<file path="config.mk">
export PLATFORM = sky130hd
export DESIGN_NAME = sltc_top
export DESIGN_NICKNAME = d
export VERILOG_FILES = /design/src/verilog/sltc_pkg.sv /design/src/verilog/sltc_stream_if.sv /design/src/verilog/sltc_top.sv /design/src/verilog/sltc_fifo.sv
export SDC_FILE = /design/constraint.sdc
export NUM_CORES = 1
export LEC_CHECK = 0
export CAP_MARGIN = 20
export CELL_PAD_IN_SITES_DETAIL_PLACEMENT = 2
export CELL_PAD_IN_SITES_GLOBAL_PLACEMENT = 2
export CORE_MARGIN = 3
export CORE_UTILIZATION = 40
export DETAILED_ROUTE_END_ITERATION = 7
export DONT_BUFFER_PORTS = 1
export GPL_TIMING_DRIVEN = 0
export PLACE_DENSITY = 0.76
export SETUP_SLACK_MARGIN = 0.1
export SLEW_MARGIN = 0
export SYNTH_ARGS = -nofsm -noshare
export SYNTH_HDL_FRONTEND = slang
export SYNTH_SLANG_ARGS = --single-unit
</file>
<file path="constraint.sdc">
create_clock -name mclk_i -period 4.2 [get_ports mclk_i]
set_input_delay 0 -clock mclk_i [delete_from_list [all_inputs] [get_ports mclk_i]]
set_output_delay 0 -clock mclk_i [all_outputs]
set_load 0.02 [all_outputs]
</file>
<file path="src/verilog/sltc_pkg.sv">
// Purpose: Shared constants of the serial link transmit control block
// Assumes: One clock, octets leave towards an external 8b/10b encoder
// Notes:   Register map is reached over the serial control port
//
// What this block does
// - Override bit picks programmed length, else five.
// - Programmed frames per multiframe equals field plus one.
// - Pattern enable sends test pattern, not samples.
// - Lane marker bit inserts K28.3 at multiframe ends.
// - Frame marker bit inserts K28.7 at frame ends not given K28.3 by the lane marker.
// - Skip bit omits alignment sequence after sync release.
// - Soft sync request replaces all data with K28.5 while soft sync select is set.
// - Soft sync select ignores the sync request pins.
// - Packed field 00 gives 14-bit, 11 gives 12-bit packing.
// - Frame layout field selects the frame assembly.
package sltc_pkg;

    // ******************************************************************
    // Register map
    // ******************************************************************
    localparam logic [6:0] ALIGN_CTRL_ADDR = 7'h01;
    localparam logic [6:0] SYNC_FMT_ADDR   = 7'h02;
    localparam logic [7:0] ALIGN_CTRL_RST  = 8'h00;
    localparam logic [7:0] SYNC_FMT_RST    = 8'h00;
    localparam logic [7:0] ALIGN_CTRL_MASK = 8'h97;
    localparam logic [7:0] SYNC_FMT_MASK   = 8'hCF;

    localparam int K_OVERRIDE_BIT   = 7;
    localparam int PATTERN_EN_BIT   = 4;
    localparam int LANE_MARK_BIT    = 2;
    localparam int FRAME_MARK_BIT   = 1;
    localparam int ILA_SKIP_BIT     = 0;
    localparam int SOFT_SYNC_REQ    = 7;
    localparam int SOFT_SYNC_SEL    = 6;
    localparam int PACKED_LSB       = 2;
    localparam int LAYOUT_LSB       = 0;
    localparam logic [1:0] PACKED_ON = 2'h3;

    // ******************************************************************
    // Link constants
    // ******************************************************************
    localparam logic [5:0] K_DEFAULT   = 6'h05;
    localparam logic [1:0] ILA_MF_LAST = 2'h3;
    localparam logic [7:0] K28_0       = 8'h1C;
    localparam logic [7:0] K28_3       = 8'h7C;
    localparam logic [7:0] K28_4       = 8'h9C;
    localparam logic [7:0] K28_5       = 8'hBC;
    localparam logic [7:0] K28_7       = 8'hFC;
    localparam logic [3:0] SPI_RD_BIT  = 4'h7;
    localparam logic [3:0] SPI_LAST    = 4'hF;

    // Octets per frame for each frame layout code
    localparam logic [4:0] FRAME_OCT_0 = 5'h02;
    localparam logic [4:0] FRAME_OCT_1 = 5'h04;
    localparam logic [4:0] FRAME_OCT_2 = 5'h08;
    localparam logic [4:0] FRAME_OCT_3 = 5'h10;

    typedef enum logic [1:0] {ST_SYNC, ST_ILA, ST_DATA} sltc_state_t;

endpackage

</file>
<file path="src/verilog/sltc_stream_if.sv">
// Purpose: Sample stream between the FIFO and the link framer
// Assumes: Valid and ready handshake on mclk_i
// Notes:   Transfer when valid and ready are both high
`timescale 1ns/10ps
interface sltc_stream_if #(parameter int WIDTH = 14);
    logic             valid;
    logic             ready;
    logic [WIDTH-1:0] data;
    modport src (output valid, output data, input ready);
    modport snk (input valid, input data, output ready);
endinterface

</file>
<file path="src/verilog/sltc_top.sv">
// Purpose: Link layer control of the serial lane transmitter
// Assumes: Serial control pins and sync pin are asynchronous to mclk_i
// Notes:   Octets with a control flag go to an external 8b/10b encoder
`timescale 1ns/10ps
module sltc_top
    import sltc_pkg::*;
#(
    parameter int SAMPLE_W   = 14,
    parameter int FIFO_DEPTH = 8
) (
    input  wire logic                mclk_i,
    input  wire logic                rst_n_i,
    input  wire logic                spi_sen_n_i,
    input  wire logic                spi_sclk_i,
    input  wire logic                spi_sdi_i,
    output logic                     spi_sdo_o,
    input  wire logic                sync_request_pin_n_i,
    input  wire logic [4:0]          frames_per_mf_i,
    input  wire logic                sample_valid_i,
    output logic                     sample_ready_o,
    input  wire logic [SAMPLE_W-1:0] sample_i,
    output logic [7:0]               tx_data_o,
    output logic                     tx_ctrl_o,
    output logic [1:0]               link_state_o
);
    initial begin
        if (SAMPLE_W != 14)
            $error("sltc_top: SAMPLE_W must be 14");
    end

    // ******************************************************************
    // Pin synchronisers
    // ******************************************************************
    logic [1:0] sen_s_r;
    logic [2:0] sclk_s_r;
    logic [1:0] sdi_s_r;
    logic [1:0] syncp_s_r;

    always_ff @(posedge mclk_i or negedge rst_n_i) begin
        if (!rst_n_i) begin
            sen_s_r   <= 2'h3;
            sclk_s_r  <= 3'h0;
            sdi_s_r   <= 2'h0;
            syncp_s_r <= 2'h0;
        end else begin
            sen_s_r   <= {sen_s_r[0], spi_sen_n_i};
            sclk_s_r  <= {sclk_s_r[1:0], spi_sclk_i};
            sdi_s_r   <= {sdi_s_r[0], spi_sdi_i};
            syncp_s_r <= {syncp_s_r[0], sync_request_pin_n_i};
        end
    end

    // ******************************************************************
    // Serial control port, 16-bit frames: rd, 7-bit address, data
    // ******************************************************************
    logic       sclk_rise;
    logic [3:0] bit_cnt_r;
    logic [14:0] shin_r;
    logic [7:0] sdo_sh_r;
    logic [7:0] align_ctrl_r;
    logic [7:0] sync_fmt_r;
    logic [6:0] rd_addr;
    logic [7:0] rd_data;
    logic       wr_go;

    assign sclk_rise = sclk_s_r[1] && !sclk_s_r[2];
    assign rd_addr   = {shin_r[5:0], sdi_s_r[1]};
    assign wr_go     = !sen_s_r[1] && sclk_rise && bit_cnt_r == SPI_LAST
                       && !shin_r[14];

    always_comb begin
        case (rd_addr)
            ALIGN_CTRL_ADDR: rd_data = align_ctrl_r;
            SYNC_FMT_ADDR:   rd_data = sync_fmt_r;
            default:         rd_data = 8'h00;
        endcase
    end

    always_ff @(posedge mclk_i or negedge rst_n_i) begin
        if (!rst_n_i) begin
            bit_cnt_r <= 4'h0;
            shin_r    <= 15'h0000;
        end else if (sen_s_r[1]) begin
            bit_cnt_r <= 4'h0;
        end else if (sclk_rise) begin
            bit_cnt_r <= bit_cnt_r + 4'h1;
            shin_r    <= {shin_r[13:0], sdi_s_r[1]};
        end
    end

    // Read data appears after the eighth rising clock of a read frame
    always_ff @(posedge mclk_i or negedge rst_n_i) begin
        if (!rst_n_i) begin
            sdo_sh_r <= 8'h00;
        end else if (sen_s_r[1]) begin
            sdo_sh_r <= 8'h00;
        end else if (sclk_rise && bit_cnt_r == SPI_RD_BIT && shin_r[6]) begin
            sdo_sh_r <= rd_data;
        end else if (sclk_rise) begin
            sdo_sh_r <= {sdo_sh_r[6:0], 1'b0};
        end
    end
    assign spi_sdo_o = sdo_sh_r[7];

    // Must-write-zero bits are dropped, so they read back as zero
    always_ff @(posedge mclk_i or negedge rst_n_i) begin
        if (!rst_n_i) begin
            align_ctrl_r <= ALIGN_CTRL_RST;
            sync_fmt_r   <= SYNC_FMT_RST;
        end else if (wr_go && shin_r[13:7] == ALIGN_CTRL_ADDR) begin
            align_ctrl_r <= {shin_r[6:0], sdi_s_r[1]} & ALIGN_CTRL_MASK;
        end else if (wr_go && shin_r[13:7] == SYNC_FMT_ADDR) begin
            sync_fmt_r <= {shin_r[6:0], sdi_s_r[1]} & SYNC_FMT_MASK;
        end
    end

    // ******************************************************************
    // Frame and multiframe counters
    // ******************************************************************
    logic [5:0] k_len;
    logic [4:0] f_len;
    logic [3:0] oc_r;
    logic [4:0] fc_r;
    logic       oc_last;
    logic       mf_last;
    logic       packed_on;
    logic       sync_req;
    sltc_state_t st_r;
    sltc_state_t st_nxt;

    assign k_len = align_ctrl_r[K_OVERRIDE_BIT]
                   ? {1'b0, frames_per_mf_i} + 6'h01
                   : K_DEFAULT;

    always_comb begin
        case (sync_fmt_r[LAYOUT_LSB +: 2])
            2'h0:    f_len = FRAME_OCT_0;
            2'h1:    f_len = FRAME_OCT_1;
            2'h2:    f_len = FRAME_OCT_2;
            default: f_len = FRAME_OCT_3;
        endcase
    end

    assign oc_last   = {1'b0, oc_r} >= f_len - 5'h01;
    assign mf_last   = oc_last && {1'b0, fc_r} >= k_len - 6'h01;
    assign packed_on = sync_fmt_r[PACKED_LSB +: 2] == PACKED_ON;

    always_ff @(posedge mclk_i or negedge rst_n_i) begin
        if (!rst_n_i) begin
            oc_r <= 4'h0;
            fc_r <= 5'h00;
        end else begin
            oc_r <= oc_last ? 4'h0 : oc_r + 4'h1;
            if (mf_last)
                fc_r <= 5'h00;
            else if (oc_last)
                fc_r <= fc_r + 5'h01;
        end
    end

    // ******************************************************************
    // Link state: sync, alignment sequence, data
    // ******************************************************************
    logic [1:0] ila_mf_r;

    assign sync_req = sync_fmt_r[SOFT_SYNC_SEL] ? sync_fmt_r[SOFT_SYNC_REQ]
                      : !syncp_s_r[1];

    always_comb begin
        st_nxt = st_r;
        case (st_r)
            ST_SYNC: if (!sync_req && mf_last) begin
                st_nxt = align_ctrl_r[ILA_SKIP_BIT] ? ST_DATA
                                                    : ST_ILA;
            end
            ST_ILA:  if (mf_last && ila_mf_r == ILA_MF_LAST) begin
                st_nxt = ST_DATA;
            end
            ST_DATA: st_nxt = ST_DATA;
            default: st_nxt = ST_SYNC;
        endcase
        if (sync_req)
            st_nxt = ST_SYNC;
    end

    always_ff @(posedge mclk_i or negedge rst_n_i) begin
        if (!rst_n_i) begin
            st_r     <= ST_SYNC;
            ila_mf_r <= 2'h0;
        end else begin
            st_r <= st_nxt;
            if (st_r != ST_ILA)
                ila_mf_r <= 2'h0;
            else if (mf_last)
                ila_mf_r <= ila_mf_r + 2'h1;
        end
    end
    assign link_state_o = st_r;

    // ******************************************************************
    // Sample path and octet assembly
    // ******************************************************************
    sltc_stream_if #(.WIDTH(SAMPLE_W)) smp_s ();

    sltc_fifo #(.WIDTH(SAMPLE_W), .DEPTH(FIFO_DEPTH)) u_fifo (
        .mclk_i     (mclk_i),
        .rst_n_i    (rst_n_i),
        .in_valid_i (sample_valid_i),
        .in_ready_o (sample_ready_o),
        .in_data_i  (sample_i),
        .out_s      (smp_s.src)
    );

    logic [1:0]          ph_r;
    logic [SAMPLE_W-1:0] hold_r;
    logic [SAMPLE_W-1:0] pat_r;
    logic [SAMPLE_W-1:0] cur;
    logic                need;
    logic                pop;
    logic [7:0]          oct;

    // Packed mode: two 12-bit samples per three octets
    assign need = st_r == ST_DATA
                  && (ph_r == 2'h0 || (packed_on && ph_r == 2'h1));
    assign pop  = need && !align_ctrl_r[PATTERN_EN_BIT];
    assign smp_s.ready = pop;
    assign cur  = align_ctrl_r[PATTERN_EN_BIT] ? pat_r
                  : (smp_s.valid ? smp_s.data : '0);

    always_comb begin
        case (ph_r)
            2'h0:    oct = cur[13:6];
            2'h1:    oct = packed_on ? {hold_r[5:2], cur[13:10]}
                                     : {hold_r[5:0], 2'h0};
            default: oct = hold_r[9:2];
        endcase
    end

    always_ff @(posedge mclk_i or negedge rst_n_i) begin
        if (!rst_n_i) begin
            ph_r   <= 2'h0;
            hold_r <= '0;
            pat_r  <= '0;
        end else if (st_r != ST_DATA) begin
            ph_r  <= 2'h0;
            pat_r <= '0;
        end else begin
            if (need)
                hold_r <= cur;
            if (need && align_ctrl_r[PATTERN_EN_BIT])
                pat_r <= pat_r + 1'b1;
            // Packing may be turned off mid-sample; never step past the end
            if (ph_r >= (packed_on ? 2'h2 : 2'h1))
                ph_r <= 2'h0;
            else
                ph_r <= ph_r + 2'h1;
        end
    end

    // ******************************************************************
    // Lane output
    // ******************************************************************
    always_ff @(posedge mclk_i or negedge rst_n_i) begin
        if (!rst_n_i) begin
            tx_data_o <= K28_5;
            tx_ctrl_o <= 1'b1;
        end else begin
            tx_ctrl_o <= 1'b1;
            case (st_r)
                ST_SYNC: tx_data_o <= K28_5;
                ST_ILA: begin
                    if (oc_r == 4'h0 && fc_r == 5'h00)
                        tx_data_o <= K28_0;
                    else if (mf_last)
                        tx_data_o <= K28_3;
                    else if (ila_mf_r == 2'h1 && oc_r == 4'h1 && fc_r == 5'h00)
                        tx_data_o <= K28_4;
                    else begin
                        tx_data_o <= {3'h0, fc_r};
                        tx_ctrl_o <= 1'b0;
                    end
                end
                default: begin
                    if (mf_last && align_ctrl_r[LANE_MARK_BIT])
                        tx_data_o <= K28_3;
                    else if (oc_last && align_ctrl_r[FRAME_MARK_BIT])
                        tx_data_o <= K28_7;
                    else begin
                        tx_data_o <= oct;
                        tx_ctrl_o <= 1'b0;
                    end
                end
            endcase
        end
    end
endmodule // sltc_top

</file>
<file path="src/verilog/sltc_fifo.sv">
// Purpose: Sample FIFO in front of the link framer
// Assumes: DEPTH is a power of two, at least two
// Notes:   Full and empty come from pointers with a wrap bit
`timescale 1ns/10ps
module sltc_fifo #(
    parameter int WIDTH = 14,
    parameter int DEPTH = 8
) (
    input  wire logic             mclk_i,
    input  wire logic             rst_n_i,
    input  wire logic             in_valid_i,
    output logic                  in_ready_o,
    input  wire logic [WIDTH-1:0] in_data_i,
    sltc_stream_if.src            out_s
);
    localparam int AW = $clog2(DEPTH);

    initial begin
        if (DEPTH < 2 || (1 << AW) != DEPTH)
            $error("sltc_fifo: DEPTH must be a power of two");
    end

    logic [WIDTH-1:0] mem_r [DEPTH];
    logic [AW:0]      wp_r;
    logic [AW:0]      rp_r;
    logic             full;
    logic             empty;

    assign empty = (wp_r == rp_r);
    assign full  = (wp_r[AW] != rp_r[AW]) && (wp_r[AW-1:0] == rp_r[AW-1:0]);
    assign in_ready_o  = !full;
    assign out_s.valid = !empty;
    assign out_s.data  = mem_r[rp_r[AW-1:0]];

    always_ff @(posedge mclk_i or negedge rst_n_i) begin
        if (!rst_n_i) begin
            wp_r <= '0;
        end else if (in_valid_i && !full) begin
            wp_r <= wp_r + 1'b1;
        end
    end

    always_ff @(posedge mclk_i) begin
        if (in_valid_i && !full) begin
            mem_r[wp_r[AW-1:0]] <= in_data_i;
        end
    end

    always_ff @(posedge mclk_i or negedge rst_n_i) begin
        if (!rst_n_i) begin
            rp_r <= '0;
        end else if (out_s.ready && !empty) begin
            rp_r <= rp_r + 1'b1;
        end
    end

endmodule // sltc_fifo

</file>
; ---- Word-level counts from Yosys, hierarchy flattened
; Memory sizes are Yosys's and may differ from the RTL's.
; Index checks and enable logic that the tools add are counted.
[word_totals]
word_cells = 148
mem_bits_ro = 0
ff_bits = 103
mem_bits_rw = 112
mem_count = 1
input_bits = 26
out_inout_bits = 13
latch_bits = 0
[op_classes]
reduce_logical = 46
mux = 42
addsub = 11
div_mod_pow = 0
n_shift = 0
bitwise_logic = 3
n_lt_le_gt_ge = 3
multipliers = 0
n_eq_ne = 22
[mem_list]
columns = name, words, word_bits, rd, rd_clocked_by_memory_dff, write_ports, line_no
row1 = u_fifo.mem_r, 8, 14, 1, 0, 1, sltc_fifo.sv:23  ; logic [WIDTH-1:0] mem_r [DEPTH];
[op_table]
columns = op, count
row1 = two-way mux 8 bit, 8
row2 = two-way mux 14 bit, 4
row3 = case mux 8 bit (2 select lines), 3
row4 = logical AND 1 bit, 23
row5 = two-way mux 2 bit, 9
row6 = "adder 4 x 1 -> 4 bit, second input constant", 4
row7 = two-way mux 4 bit, 4
row8 = case mux 5 bit (3 select lines), 1
row9 = "adder 14 x 1 -> 14 bit, second input constant", 1
row10 = "equality test 7 x 1 -> 1 bit, second input constant", 2
row11 = "equality test 7 x 2 -> 1 bit, second input constant", 2
row12 = two-way mux 5 bit, 2
row13 = "equality test 2 x 1 -> 1 bit, second input constant", 4
row14 = "equality test 2 bit, second input constant", 4
row15 = zero test 1 bit, 8
row16 = two-way mux 1 bit, 8
row17 = AND reduction 2 bit, 4
row18 = nonzero test 2 bit, 4
row19 = "adder 5 x 1 -> 6 bit, second input constant", 1
row20 = greater-or-equal comparator 5 x 6 -> 1 bit, 1
row21 = zero test 2 bit, 3
row22 = two-way mux 6 bit, 1
row23 = "inequality test 3 bit, second input constant", 2
row24 = case mux 2 bit (3 select lines), 1
row25 = 20 further kinds, 23

; ---- Depth between registers and ports, before layout
; Gate-level depths: netlist of run 1.
[depth]
depth_word = 9
ltp_mapped = 16
ltp_nobuf = 13

; ---- By module
; Synthesis of run 1 repeated with hierarchy kept, for this count alone.
[unflattened]
cells_unflattened = 682
area_unflattened_um2 = 9895.7
[modules_own_cells]
columns = module, area_each_um2, seq_area_each_um2, instances, cells_each
row1 = sltc_top, 4966.0, 2387.3, 1, 461
row2 = sltc_fifo, 4929.7, 3563.4, 1, 221

; ---- Worst setup path after synthesis of run 1
; No wires, ideal clock.
[synth_timing]
kind = register to register
start = register u_fifo.rp_r[0]
end = memory u_fifo.mem_r[0][0] (enable)
t_required_ns = 3.797
n_path_buf = 2
period_less_slack_ns = 2.781
stages_incl_launch_ff = 8
arrival_ns = 2.378
path_slack_ns = 1.419
setup_time_ns = 0.403
path_cell_list = dfrtp_1 -> clkbuf_1 -> xnor2_1 -> nand4b_1 -> and2_1 -> clkbuf_1 -> nand2b_1 -> nor3_1
[synth_between]
elab_chain_cells = 6
[synth_rtl]
columns = item, line_no
row1 = from (decl), sltc_fifo.sv:25  ; logic [AW:0] rp_r;
row2 = from (signal assigned), sltc_fifo.sv:53  ; rp_r <= rp_r + 1'b1;
row3 = equality test 3 bit, sltc_fifo.sv:30  ; assign full = (wp_r[AW] != rp_r[AW]) && (wp_r[AW-1:0] == rp_r[AW-1:0]);
row4 = logical AND 1 bit, sltc_fifo.sv:30
row5 = zero test 1 bit, -
row6 = via sample_ready_o, sltc_top.sv:20  ; output logic sample_ready_o,
row7 = logical AND 1 bit, sltc_fifo.sv:44  ; if (in_valid_i && !full) begin
row8 = two-way mux 1 bit, sltc_fifo.sv:44
row9 = two-way mux 1 bit (implied by the code), sltc_fifo.sv:45  ; mem_r[wp_r[AW-1:0]] <= in_data_i;
row10 = to (decl), sltc_fifo.sv:23
; The timed path passes the listed nets, and every way through them passes these cells.

; ---- Worst setup path in the final report of run 1
[layout_timing]
start = register align_ctrl_r[7]
end = register tx_data_o[5]
[layout_between]
elab_chain_cells = 7
elab_cells_between_ends = 9
classes_between = 1 x add/sub / 1 x order compare / 5 x mux / 2 x reduce/logical
[layout_rtl]
columns = item, line_no
row1 = from (decl), sltc_top.sv:60  ; logic [7:0] align_ctrl_r;
row2 = from (signal assigned), sltc_top.sv:111  ; align_ctrl_r <= {shin_r[6:0], sdi_s_r[1]} & ALIGN_CTRL_MASK;
row3 = two-way mux 6 bit (*), sltc_top.sv:132  ; ? {1'b0, frames_per_mf_i} + 6'h01
row4 = subtractor 6 x 1 -> 6 bit (*), sltc_top.sv:145  ; assign mf_last = oc_last && {1'b0, fc_r} >= k_len - 6'h01;
row5 = greater-or-equal comparator 5 x 6 -> 1 bit (*), sltc_top.sv:145
row6 = logical AND 1 bit (*), sltc_top.sv:145
row7 = two-way mux 8 bit or logical AND 1 bit (tied branches), "sltc_top.sv:274, sltc_top.sv:284"
row8 = "two-way mux 8 bit, on equally long branches", "sltc_top.sv:272, sltc_top.sv:284"
row9 = case mux 8 bit (2 select lines) (*), sltc_top.sv:269  ; case (st_r)
row10 = to (signal assigned), sltc_top.sv:279  ; tx_data_o <= {3'h0, fc_r};
row11 = to (signal assigned), sltc_top.sv:289  ; tx_data_o <= oct;
row12 = to (decl), sltc_top.sv:22  ; output logic [7:0] tx_data_o,
; Every way passes the cells marked *; elsewhere a longest branch is shown, timed or not.
; A chain may end at the register's enable or synchronous reset.

==> results of run 1 <==
## sequential cells by signal (all words and copies together) (netlist names), 6 cells and up
name          count
u_fifo.mem_r    112
shin_r           15
pat_r            14
hold_r           10
sdo_sh_r          8
tx_data_o         8
sync_fmt_r        6
## layout make-up
class                      count  area [um^2]  share of cell area
tap                          319        399.1             0.03583
sequential                   215         5951              0.5343
timing repair buffer          27        310.3             0.02786
multi-input combinational    427         3450              0.3097
inverter                      24        90.09            0.008088
clock inverter                11        121.4             0.01090
buffer                        28        131.4             0.01180
clock buffer                  33        685.7             0.06156
## critical path, delay by kind of cell, from the launching register on
kind | cells | cell delay (ns)
AO/OA/AOI/OAI | 7 | 1.27
AND/OR/NAND/NOR | 4 | 0.72
buffers and inverters | 3 | 0.63
flip-flops | 1 | 0.37
adder cells (fa/ha/maj) | 1 | 0.23
## kinds of logic after synthesis
| logic type | after synthesis |
|---|---|
| buf+inv | 52 |
| fa+ha+maj | 29 |
| simple gates | 184 |
| flops | 215 |
| xor+xnor | 35 |
| compound gates | 108 |
| mux | 71 |
## per-stage QoR
step                  util  hold slack, ns  instance area (um^2)  cells  total power [mW]
CTS                 0.4731         0.01507                 11140   1084             5.919
floorplan                -         -0.2956                  9597    694             3.323
global route        0.4731         0.02049                 11140   1084             6.112
global placement    0.4246         -0.2930                  9996   1013             3.573
finish              0.4731         0.04237                 11140   1084             5.829
detailed placement  0.4292         -0.2924                 10100   1019             3.705
## layer usage
metal,up-vias,routed length [um],global-route usage
met1,3094,10270,0.2418
met4,0,567,0.04497
met2,88,12940,0.3582
li1,2687,-,-
met5,-,0,0
met3,43,644,0.02837
## worst paths after layout
check	startpoint	endpoint	slack [ns]	cells past startpoint
min in group asynchronous	rst_n_i	oc_r[3]	0.09	2
min reg2reg	syncp_s_r[0]	syncp_s_r[1]	0.36	0
max	align_ctrl_r[7]	tx_data_o[5]	0.89	15
max in group asynchronous	rst_n_i	sen_s_r[1]	3.67	2
max reg2reg	align_ctrl_r[7]	tx_data_o[5]	0.89	15
min	spi_sen_n_i	sen_s_r[0]	0.04	1
## cell usage in the layout (no fill, tap or decap), types with 7 or more instances in the layout
cell / n
edfxtp_1: 112
dfrtp_1: 95
nor2_1: 50
nand2_1: 42
a21oi_1: 30
ha_1: 29
mux4_2: 28
clkbuf_16: 25
inv_1: 24
o21ai_0: 22
mux2_2: 22
clkbuf_1: 21
dlygate4sd3_1: 20
xor2_1: 19
xnor2_1: 16
and2_1: 15
mux2i_1: 15
nand4_1: 12
nor2b_1: 10
dfstp_2: 8
nand3_1: 7
nand2b_1: 7
nor3_1: 7
## power by group
| part | total (mW) | internal, mW | switching (mW) |
|---|---|---|---|
| registers | 2.64 | 2.50 | 0.144 |
| clock network | 2.13 | 1.27 | 0.863 |
| logic | 1.05 | 0.456 | 0.597 |
| total | 5.83 | 4.23 | 1.60 |
## repair_timing
item                      in CTS  in global routing
hold endpoints to repair     222                  0
buffers inserted               0                  0
hold buffers                  21                  0
==> summary.md, run 1 <==
| Metric | Value |
|---|---|
| HPWL after DPL | 16,870 um |
| Synth async-reset ratio | 0.4791 |
| Mapped Cells | 694 |
| Largest family of logic cells by synthesized area | multiplexers |
| Initial antenna violation count | 0 |
| Place WS | 0.9031 ns |
| RePlAce Congestion | 0.8271 |
| Post-DRT Antenna Nets | 0 |
| Most numerous cell in the Yosys netlist | edfxtp_1 |
| Critical-path top delay cell | dfrtp_1 |
| Final count of hold timing violations | 0 |
| Period minus WS final | 3.313 ns |
| Cell leakage power | 4.267 nW |
| CTS H-Tree Depth | 1 |
| Cell area after synthesis | 9597 um^2 |
| DRC | 0 |
| Area of the core | 23,540 um^2 |
| Post-Route WL | 24,430 um |
| Worst path most repeated cell | buf_2 |
| First-pass GRT wire length | 39,710 um |
| Worst-Margin Slew | 1.024 ns |
| Max-cap viol count | 0 |
| GRT Util Overall | 0.1944 |
| Sequential fraction of the synthesis area | 0.6201 |
| Via/cell ratio | 5.454 |
| Average wire per cell in the routed design | 22.54 um |
| Fraction of layout instances using a drive strength above 1 | 0.1647 |
| Grt ovf | 0 |
| Syn avg cell area | 13.83 um^2 |
| CTS tree | yes |
| Synth Area in Adders | 0.03781 |
| CTS root buf | clkbuf_16 |
| Crit-path cells | buf_2 -> nand3b_1 -> nor2_1 -> a21oi_1 -> o21bai_1 -> a22o_1 -> a22oi_1 -> ha_1 -> o32ai_1 -> a41oi_1 -> and3_1 -> buf_6 -> buf_2 -> nand2_1 -> a32oi_1 |
| Post-CTS sizing | 0 |
| Max Fanout on Critical Path | 10 |
| Setup WS post-layout | 0.8873 ns |
| Post-synth top cells | edfxtp_1 (112), dfrtp_1 (95), nor2_1 (56), nand2_1 (42), a21oi_1 (30) |
| Fin. max-slew vios | 0 |
| FP Rows | 56 |
| Yosys warnings | 0 |
| Nets | 803 |
| Area growth, synth to finish | 16.06% |
| Class of the worst hold path | in2reg |
| Rel. slew slack | 0.3167 |
| Reg clk slew, reported paths | 0.06 ns |
| Final setup viols | 0 |
| Router iterations before antenna repair | 4 |
| Die height | 160.9 um |
| Die area | 25,890 um^2 |
| Fmax achieved | 0.3019 GHz |
| RSZ-0062 raised after global routing | no |
| Max clock buf depth | 3 |
| Area leader, netlist | edfxtp_1 |
| Simple-gate portion of the synthesized area | 0.09791 |
| Critical Path AT | 3.73 ns |
| Flops & latches, synth | 215 |
| Final Skew | 0.02089 ns |
| Main area contributors after synthesis | edfxtp_1 (35%), dfrtp_1 (25%), mux4_2 (6.6%), ha_1 (3.8%), mux2_2 (2.6%) |
| Status | completed |
| Synth cell types | 65 |
| IO Pins | 39 |
| Clock sink count | 215 |
| CTS Buf Count | 25 |
| Post-synthesis compound-gate area fraction | 0.07497 |
| Setup crit end kind | flip-flop |
| IO buf count | 0 |
| Number of synthesized flops with an enable pin | 112 |
| Post-route clock period utilization | 0.7887 |
| Peak supply drop | 0.4788 mV |
| Post-synth top flop | edfxtp_1 |
| Crit Path Class | reg2reg |
| Synthesized net count | 749 |
| Largest net degree at the start of global routing | 104 |
| Xor and xnor fraction of the mapped netlist area | 0.03194 |
| Number of fill cells | 2,273 |
| Vias | 5,912 |
| Die span in x | 160.9 um |
| Biggest cell delay along the critical path | 0.37 ns |
| # diodes | 0 |
| Power Density | 523.3 nW/um^2 |
| CP startpoint kind | flip-flop |
| Vias in the first global route | 6,899 |
| Worst-Skew Late Latency | 0.54 ns |
| Setup tns final | 0 ns |
| Iter 0 DRT Violations | 302 |
| Mux cell area share after synthesis | 0.1142 |
| Top-area cell type share of the netlist area | 0.3505 |
| Req. time, crit path | 4.62 ns |
| Initial core utilization | 0.4076 |
Note: power is estimated with default switching activity, not from simulation.
==> run 2: changes to the inputs <==
Clock period 4.2 ns to 3.18 ns, I/O delays scaled along.
==> summary.md, run 2 (synthesized netlist as in run 1, its figures left out) <==
| Metric | Value |
|---|---|
| Status | completed |
| Hold Path Depth | 1 |
| Internal power | 5.585 mW |
| Router iterations before antenna repair | 4 |
| Design Power | 7.724 mW |
| R2R cell count | 14 |
| Final count of hold timing violations | 0 |
| Via/cell ratio | 5.483 |
| Cell leakage power | 4.319 nW |
| Largest net degree at the start of global routing | 104 |
| Worst-Margin Slew | 1.007 ns |
| R2r endpoint | tx_data_o[4] |
| CP startpoint kind | flip-flop |
| Rel. slew slack | 0.3282 |
| Biggest cell delay along the critical path | 0.51 ns |
| Sw power | 2.139 mW |
| Crit-path cells | buf_6 -> nand3b_1 -> nor2_2 -> a21oi_1 -> o21bai_1 -> a22o_1 -> a22oi_2 -> ha_4 -> o32ai_4 -> a41oi_2 -> and3_1 -> buf_6 -> or4b_4 -> o22a_1 |
| Final Non-Filler Cells | 1,090 |
| CTS H-Tree Depth | 1 |
| Final core area utilization | 0.4787 |
| Place WS | -0.1169 ns |
| Post-Route WL | 24,870 um |
| Hold EP | sen_s_r[0] |
| Max reg flops | 112 |
| Peak supply drop | 0.6059 mV |
| Hold WS | 0.03767 ns |
| Final Skew | 0.02175 ns |
| Grt ovf | 0 |
| Initial core utilization | 0.4076 |
| Sw frac | 0.2769 |
| Clock sink count | 215 |
| Critical Path AT | 3.49 ns |
| Logic pwr share | 0.183 |
| # diodes | 0 |
| Commonest cells after routing, fill and taps aside | edfxtp_1 (112), dfrtp_1 (95), nor2_1 (49), nand2_1 (42), a21oi_1 (29) |
| Die area | 25,890 um^2 |
| RSZ-0062 raised after global routing | yes |
| Setup crit end kind | flip-flop |
| Fin. max-slew vios | 0 |
| Reg-to-reg slack, setup | 0.14 ns |
| Nets | 809 |
| CTS Buf Count | 25 |
| Critical-path top delay cell | or4b_4 |
| GRT Util Overall | 0.1954 |
| IO buf count | 0 |
| Class of the worst hold path | in2reg |
| Vias | 5,976 |
| Setup tns final | 0 ns |
| Worst Hold Launch | spi_sen_n_i |
| Req. time, crit path | 3.63 ns |
| Worst path most repeated cell | buf_6 |
| Fmax achieved | 0.3290 GHz |
| Area growth, synth to finish | 17.44% |
| Flop pwr share | 0.453 |
| Period minus WS final | 3.039 ns |
| IO Pins | 39 |
| RePlAce Congestion | 0.8271 |
| Placed inst area | 10,100 um^2 |
| Fraction of layout instances using a drive strength above 1 | 0.1855 |
| CP Buf/Inv Count | 2 |
| First-pass GRT wire length | 39,900 um |
| Area of the core | 23,540 um^2 |
| Dpl cells | 1,019 |
| Reg clk slew, reported paths | 0.06 ns |
| Average wire per cell in the routed design | 22.82 um |
| Die height | 160.9 um |
| Post-DRT Antenna Nets | 0 |
| DRC | 0 |
| Delay-heaviest family, CP | compound AO/OA/AOI/OAI gates |
| Max-cap viol count | 0 |
| Max clock buf depth | 3 |
| Crit Path Class | reg2reg |
| Setup WS post-layout | 0.1408 ns |
| Clk pwr share | 0.365 |
| Max Fanout on Critical Path | 7 |
| Reg-to-Reg Start | align_ctrl_r[7] |
| Iter 0 DRT Violations | 348 |
| Vias in the first global route | 6,906 |
| Die span in x | 160.9 um |
| Most common cell after layout, fill and taps aside | edfxtp_1 |
| FP Rows | 56 |
| Final setup viols | 0 |
| CTS root buf | clkbuf_16 |
| Initial antenna violation count | 0 |
| Non-Filler Cell Area, Final | 11,270 um^2 |
| HPWL after DPL | 16,870 um |
| Post-route clock period utilization | 0.9557 |
| Worst-Skew Late Latency | 0.54 ns |
| CTS tree | yes |
| Power Density | 685.3 nW/um^2 |
-- run 2: worst max-delay path by stage --
stage | to | depth (start not counted) | startpoint | slack [ns]
3_5_place_dp | tx_data_o[5] | 15 | align_ctrl_r[7] | -0.12
4_1_cts | tx_data_o[5] | 8 | u_fifo.rp_r[0] | 0.05
2_1_floorplan | u_fifo.mem_r[0][0] | 7 | u_fifo.rp_r[0] | 0.40
6_report | tx_data_o[4] | 14 | align_ctrl_r[7] | 0.14
5_1_grt | tx_data_o[4] | 14 | align_ctrl_r[7] | -0.01
3_3_place_gp | u_fifo.mem_r[0][0] | 7 | u_fifo.rp_r[0] | -0.78
-- run 2: layout make-up --
| cell class | instances | area, um^2 |
|---|---|---|
| well taps | 319 | 399.1 |
| multi-input cells | 427 | 3522 |
| clock buffers | 33 | 685.7 |
| inverters | 24 | 90.09 |
| flip-flops and latches | 215 | 5951 |
| fillers | 2263 | 12270 |
| plain buffers | 27 | 138.9 |
| repair buffers | 34 | 362.8 |
| clock inverters | 11 | 121.4 |
-- run 2: worst reg2reg max path: cells and delay by family (launching register included) --
kind | cells | cell delay (ns)
buffers and inverters | 2 | 0.24
DFF | 1 | 0.38
adders and majority gates | 1 | 0.25
and+or+nand+nor | 4 | 1.04
AOI/OAI and AO/OA | 7 | 1.07
-- run 2: power groups by stage --
stage,Clock (mW),Sequential (mW),Combinational (mW)
after detailed placement,0,3.54,1.35
after CTS,2.89,3.50,1.44
after global routing,3.01,3.53,1.55
after floorplan,0,3.46,0.929
after global placement,0,3.51,1.21
final,2.82,3.50,1.41
-- run 2: what timing repair did --
item                                    CTS  global route
hold buffers                             21             0
pin swaps                                 2             9
gates cloned                              0             0
hold endpoints to repair                222             0
endpoints found under the setup margin   19            45
gates resized for setup                   6            14
buffers inserted                          2             5
-- run 2: per-layer routing --
metal / vias to the layer above / part of all wire / GRT usage
met3: 45 / 0.026 / 0.02837
met1: 3140 / 0.42 / 0.2431
met5: - / 0 / 0
met2: 93 / 0.53 / 0.3601
li1: 2698 / - / -
met4: 0 / 0.024 / 0.04497
==> run 3: changes to the inputs <==
Settings changed: GPL_TIMING_DRIVEN 0 to 1.
==> summary.md, run 3 (synthesized netlist as in run 1, its figures left out) <==
| Metric | Value |
|---|---|
| Iter 0 DRT Violations | 326 |
| Most common cell after layout, fill and taps aside | edfxtp_1 |
| First-pass GRT wire length | 38,540 um |
| Delay-heaviest family, CP | simple AND/OR/NAND/NOR gates |
| Setup crit end kind | flip-flop |
| Commonest cells after routing, fill and taps aside | edfxtp_1 (112), dfrtp_1 (94), nor2_1 (56), nand2_1 (42), a21oi_1 (30) |
| CTS H-Tree Depth | 1 |
| Die area | 25,890 um^2 |
| # diodes | 0 |
| HPWL after DPL | 15,930 um |
| Initial core utilization | 0.4076 |
| Router iterations before antenna repair | 4 |
| CTS Buf Count | 23 |
| Largest net degree at the start of global routing | 104 |
| CTS tree | yes |
| Class of the worst hold path | in2reg |
| Via/cell ratio | 5.413 |
| Setup tns final | 0 ns |
| Grt ovf | 0 |
| Area of the core | 23,540 um^2 |
| Crit-path cells | nand3b_1 -> nor2_1 -> a21oi_1 -> o21bai_1 -> a22o_1 -> a22oi_1 -> ha_1 -> o32ai_1 -> a41oi_1 -> and3_4 -> or4b_1 -> a21oi_1 |
| Power Density | 664.9 nW/um^2 |
| Peak supply drop | 0.5561 mV |
| Worst-Margin Slew | 1.015 ns |
| Period minus WS final | 2.832 ns |
| Reg clk slew, reported paths | 0.06 ns |
| IO buf count | 0 |
| Final count of hold timing violations | 0 |
| Die span in x | 160.9 um |
| Area growth, synth to finish | 14.42% |
| Vias | 5,787 |
| Final Non-Filler Cells | 1,069 |
| CP Buf/Inv Count | 0 |
| Critical Path AT | 3.26 ns |
| Req. time, crit path | 3.61 ns |
| Initial antenna violation count | 0 |
| Rel. slew slack | 0.3216 |
| GRT Util Overall | 0.1881 |
| Max reg flops | 112 |
| DRC | 0 |
| RSZ-0062 raised after global routing | no |
| Status | completed |
| Fmax achieved | 0.3531 GHz |
| IO Pins | 39 |
| Final setup viols | 0 |
| Crit Path Class | reg2reg |
| Biggest cell delay along the critical path | 0.46 ns |
| Post-DRT Antenna Nets | 0 |
| FP Rows | 56 |
| Max Fanout on Critical Path | 5 |
| Fin. max-slew vios | 0 |
| Fraction of layout instances using a drive strength above 1 | 0.1707 |
| Vias in the first global route | 6,637 |
| Nets | 790 |
| Die height | 160.9 um |
| Final Skew | 0.02649 ns |
| Average wire per cell in the routed design | 22.22 um |
| Dpl cells | 1,008 |
| RePlAce Congestion | 0.8294 |
| CTS root buf | clkbuf_16 |
| CP startpoint kind | flip-flop |
| Critical-path top delay cell | or4b_1 |
| Worst path most repeated cell | a21oi_1 |
| Worst-Skew Late Latency | 0.53 ns |
| Post-Route WL | 23,750 um |
| Post-CTS setup buffer count | 0 |
| Cell leakage power | 4.225 nW |
| Clock sink count | 215 |
| Max clock buf depth | 3 |
| Max-cap viol count | 0 |
| Post-route clock period utilization | 0.8907 |
-- run 3: changes by cell type in the layout (fill, tap and decap cells not counted), moves of 2 or more --
| cell | previous run | this run |
|---|---|---|
| buf_1 | 2 | 0 |
| buf_2 | 4 | 0 |
| buf_4 | 9 | 23 |
| buf_6 | 5 | 0 |
| buf_8 | 4 | 0 |
| bufinv_16 | 2 | 0 |
| clkbuf_1 | 19 | 2 |
| clkbuf_16 | 25 | 23 |
| clkbuf_2 | 2 | 0 |
| clkinv_2 | 2 | 4 |
| nor2_1 | 49 | 56 |
| nor2_2 | 6 | 0 |
-- run 3: final cells by class --
cell class	count	area, um^2
Clock buffer	28	624.3
Clock inverter	12	75.07
Fill cell	2294	12560
Inverter	24	90.09
Multi-Input combinational cell	427	3440
Sequential cell	215	5952
Tap cell	319	399.1
Timing Repair Buffer	44	400.4
-- run 3: worst reg2reg max path, stage by stage, from the launching register on --
cell and delay, ns:
dfrtp_1 0.35, nand3b_1 0.14, nor2_1 0.22, a21oi_1 0.10, o21bai_1 0.16, a22o_1 0.18, a22oi_1 0.16, ha_1 0.22
o32ai_1 0.09, a41oi_1 0.25, and3_4 0.28, or4b_1 0.46, a21oi_1 0.16
-- run 3: power by group --
| part | switching [mW] | total (mW) | internal, mW |
|---|---|---|---|
| sequential | 0.239 | 3.54 | 3.30 |
| combinational | 0.705 | 1.29 | 0.590 |
| clock | 1.07 | 2.47 | 1.40 |
| total | 2.02 | 7.30 | 5.29 |
-- run 3: final timing paths --
| kind | slack (ns) | startpoint | endpoint | depth (start not counted) |
|---|---|---|---|---|
| worst max-delay path | 0.35 | align_ctrl_r[7] | link_state_o[0] | 12 |
| worst min-delay path | 0.05 | spi_sen_n_i | sen_s_r[0] | 1 |
| worst max register to register | 0.35 | align_ctrl_r[7] | link_state_o[0] | 12 |
| worst min register to register | 0.35 | sclk_s_r[0] | sclk_s_r[1] | 0 |
| max in group asynchronous | 2.63 | rst_n_i | sen_s_r[0] | 2 |
| min in group asynchronous | 0.16 | rst_n_i | pat_r[3] | 2 |
-- run 3: timing repair --
| item | CTS | global route |
|---|---|---|
| setup endpoints to repair | 0 | 6 |
| hold buffers | 21 | 0 |
| endpoints found under the hold margin | 222 | 0 |
| resized for setup | 0 | 2 |
-- run 3: stage by stage --
stage | hold WS [ns] | cell area [um^2] | power (mW) | util | setup WS [ns]
6_report | 0.05025 | 10980 | 7.301 | 0.4664 | 0.3476
2_1_floorplan | -0.2956 | 9597 | 4.389 | - | 0.3992
5_1_grt | 0.03900 | 10980 | 7.660 | 0.4664 | 0.1018
4_1_cts | 0.02924 | 10980 | 7.423 | 0.4662 | 0.2936
3_3_place_gp | -0.2932 | 10050 | 4.737 | 0.4268 | 0.3659
3_5_place_dp | -0.2928 | 10050 | 4.841 | 0.4268 | 0.1780
-- run 3: metal layers --
| layer | global-route usage | up-vias | part of all wire |
|---|---|---|---|
| met4 | 0.03794 | 0 | 0.018 |
| met5 | 0 | - | 0 |
| li1 | - | 2656 | - |
| met2 | 0.3590 | 77 | 0.55 |
| met3 | 0.02708 | 31 | 0.026 |
| met1 | 0.2258 | 3023 | 0.41 |
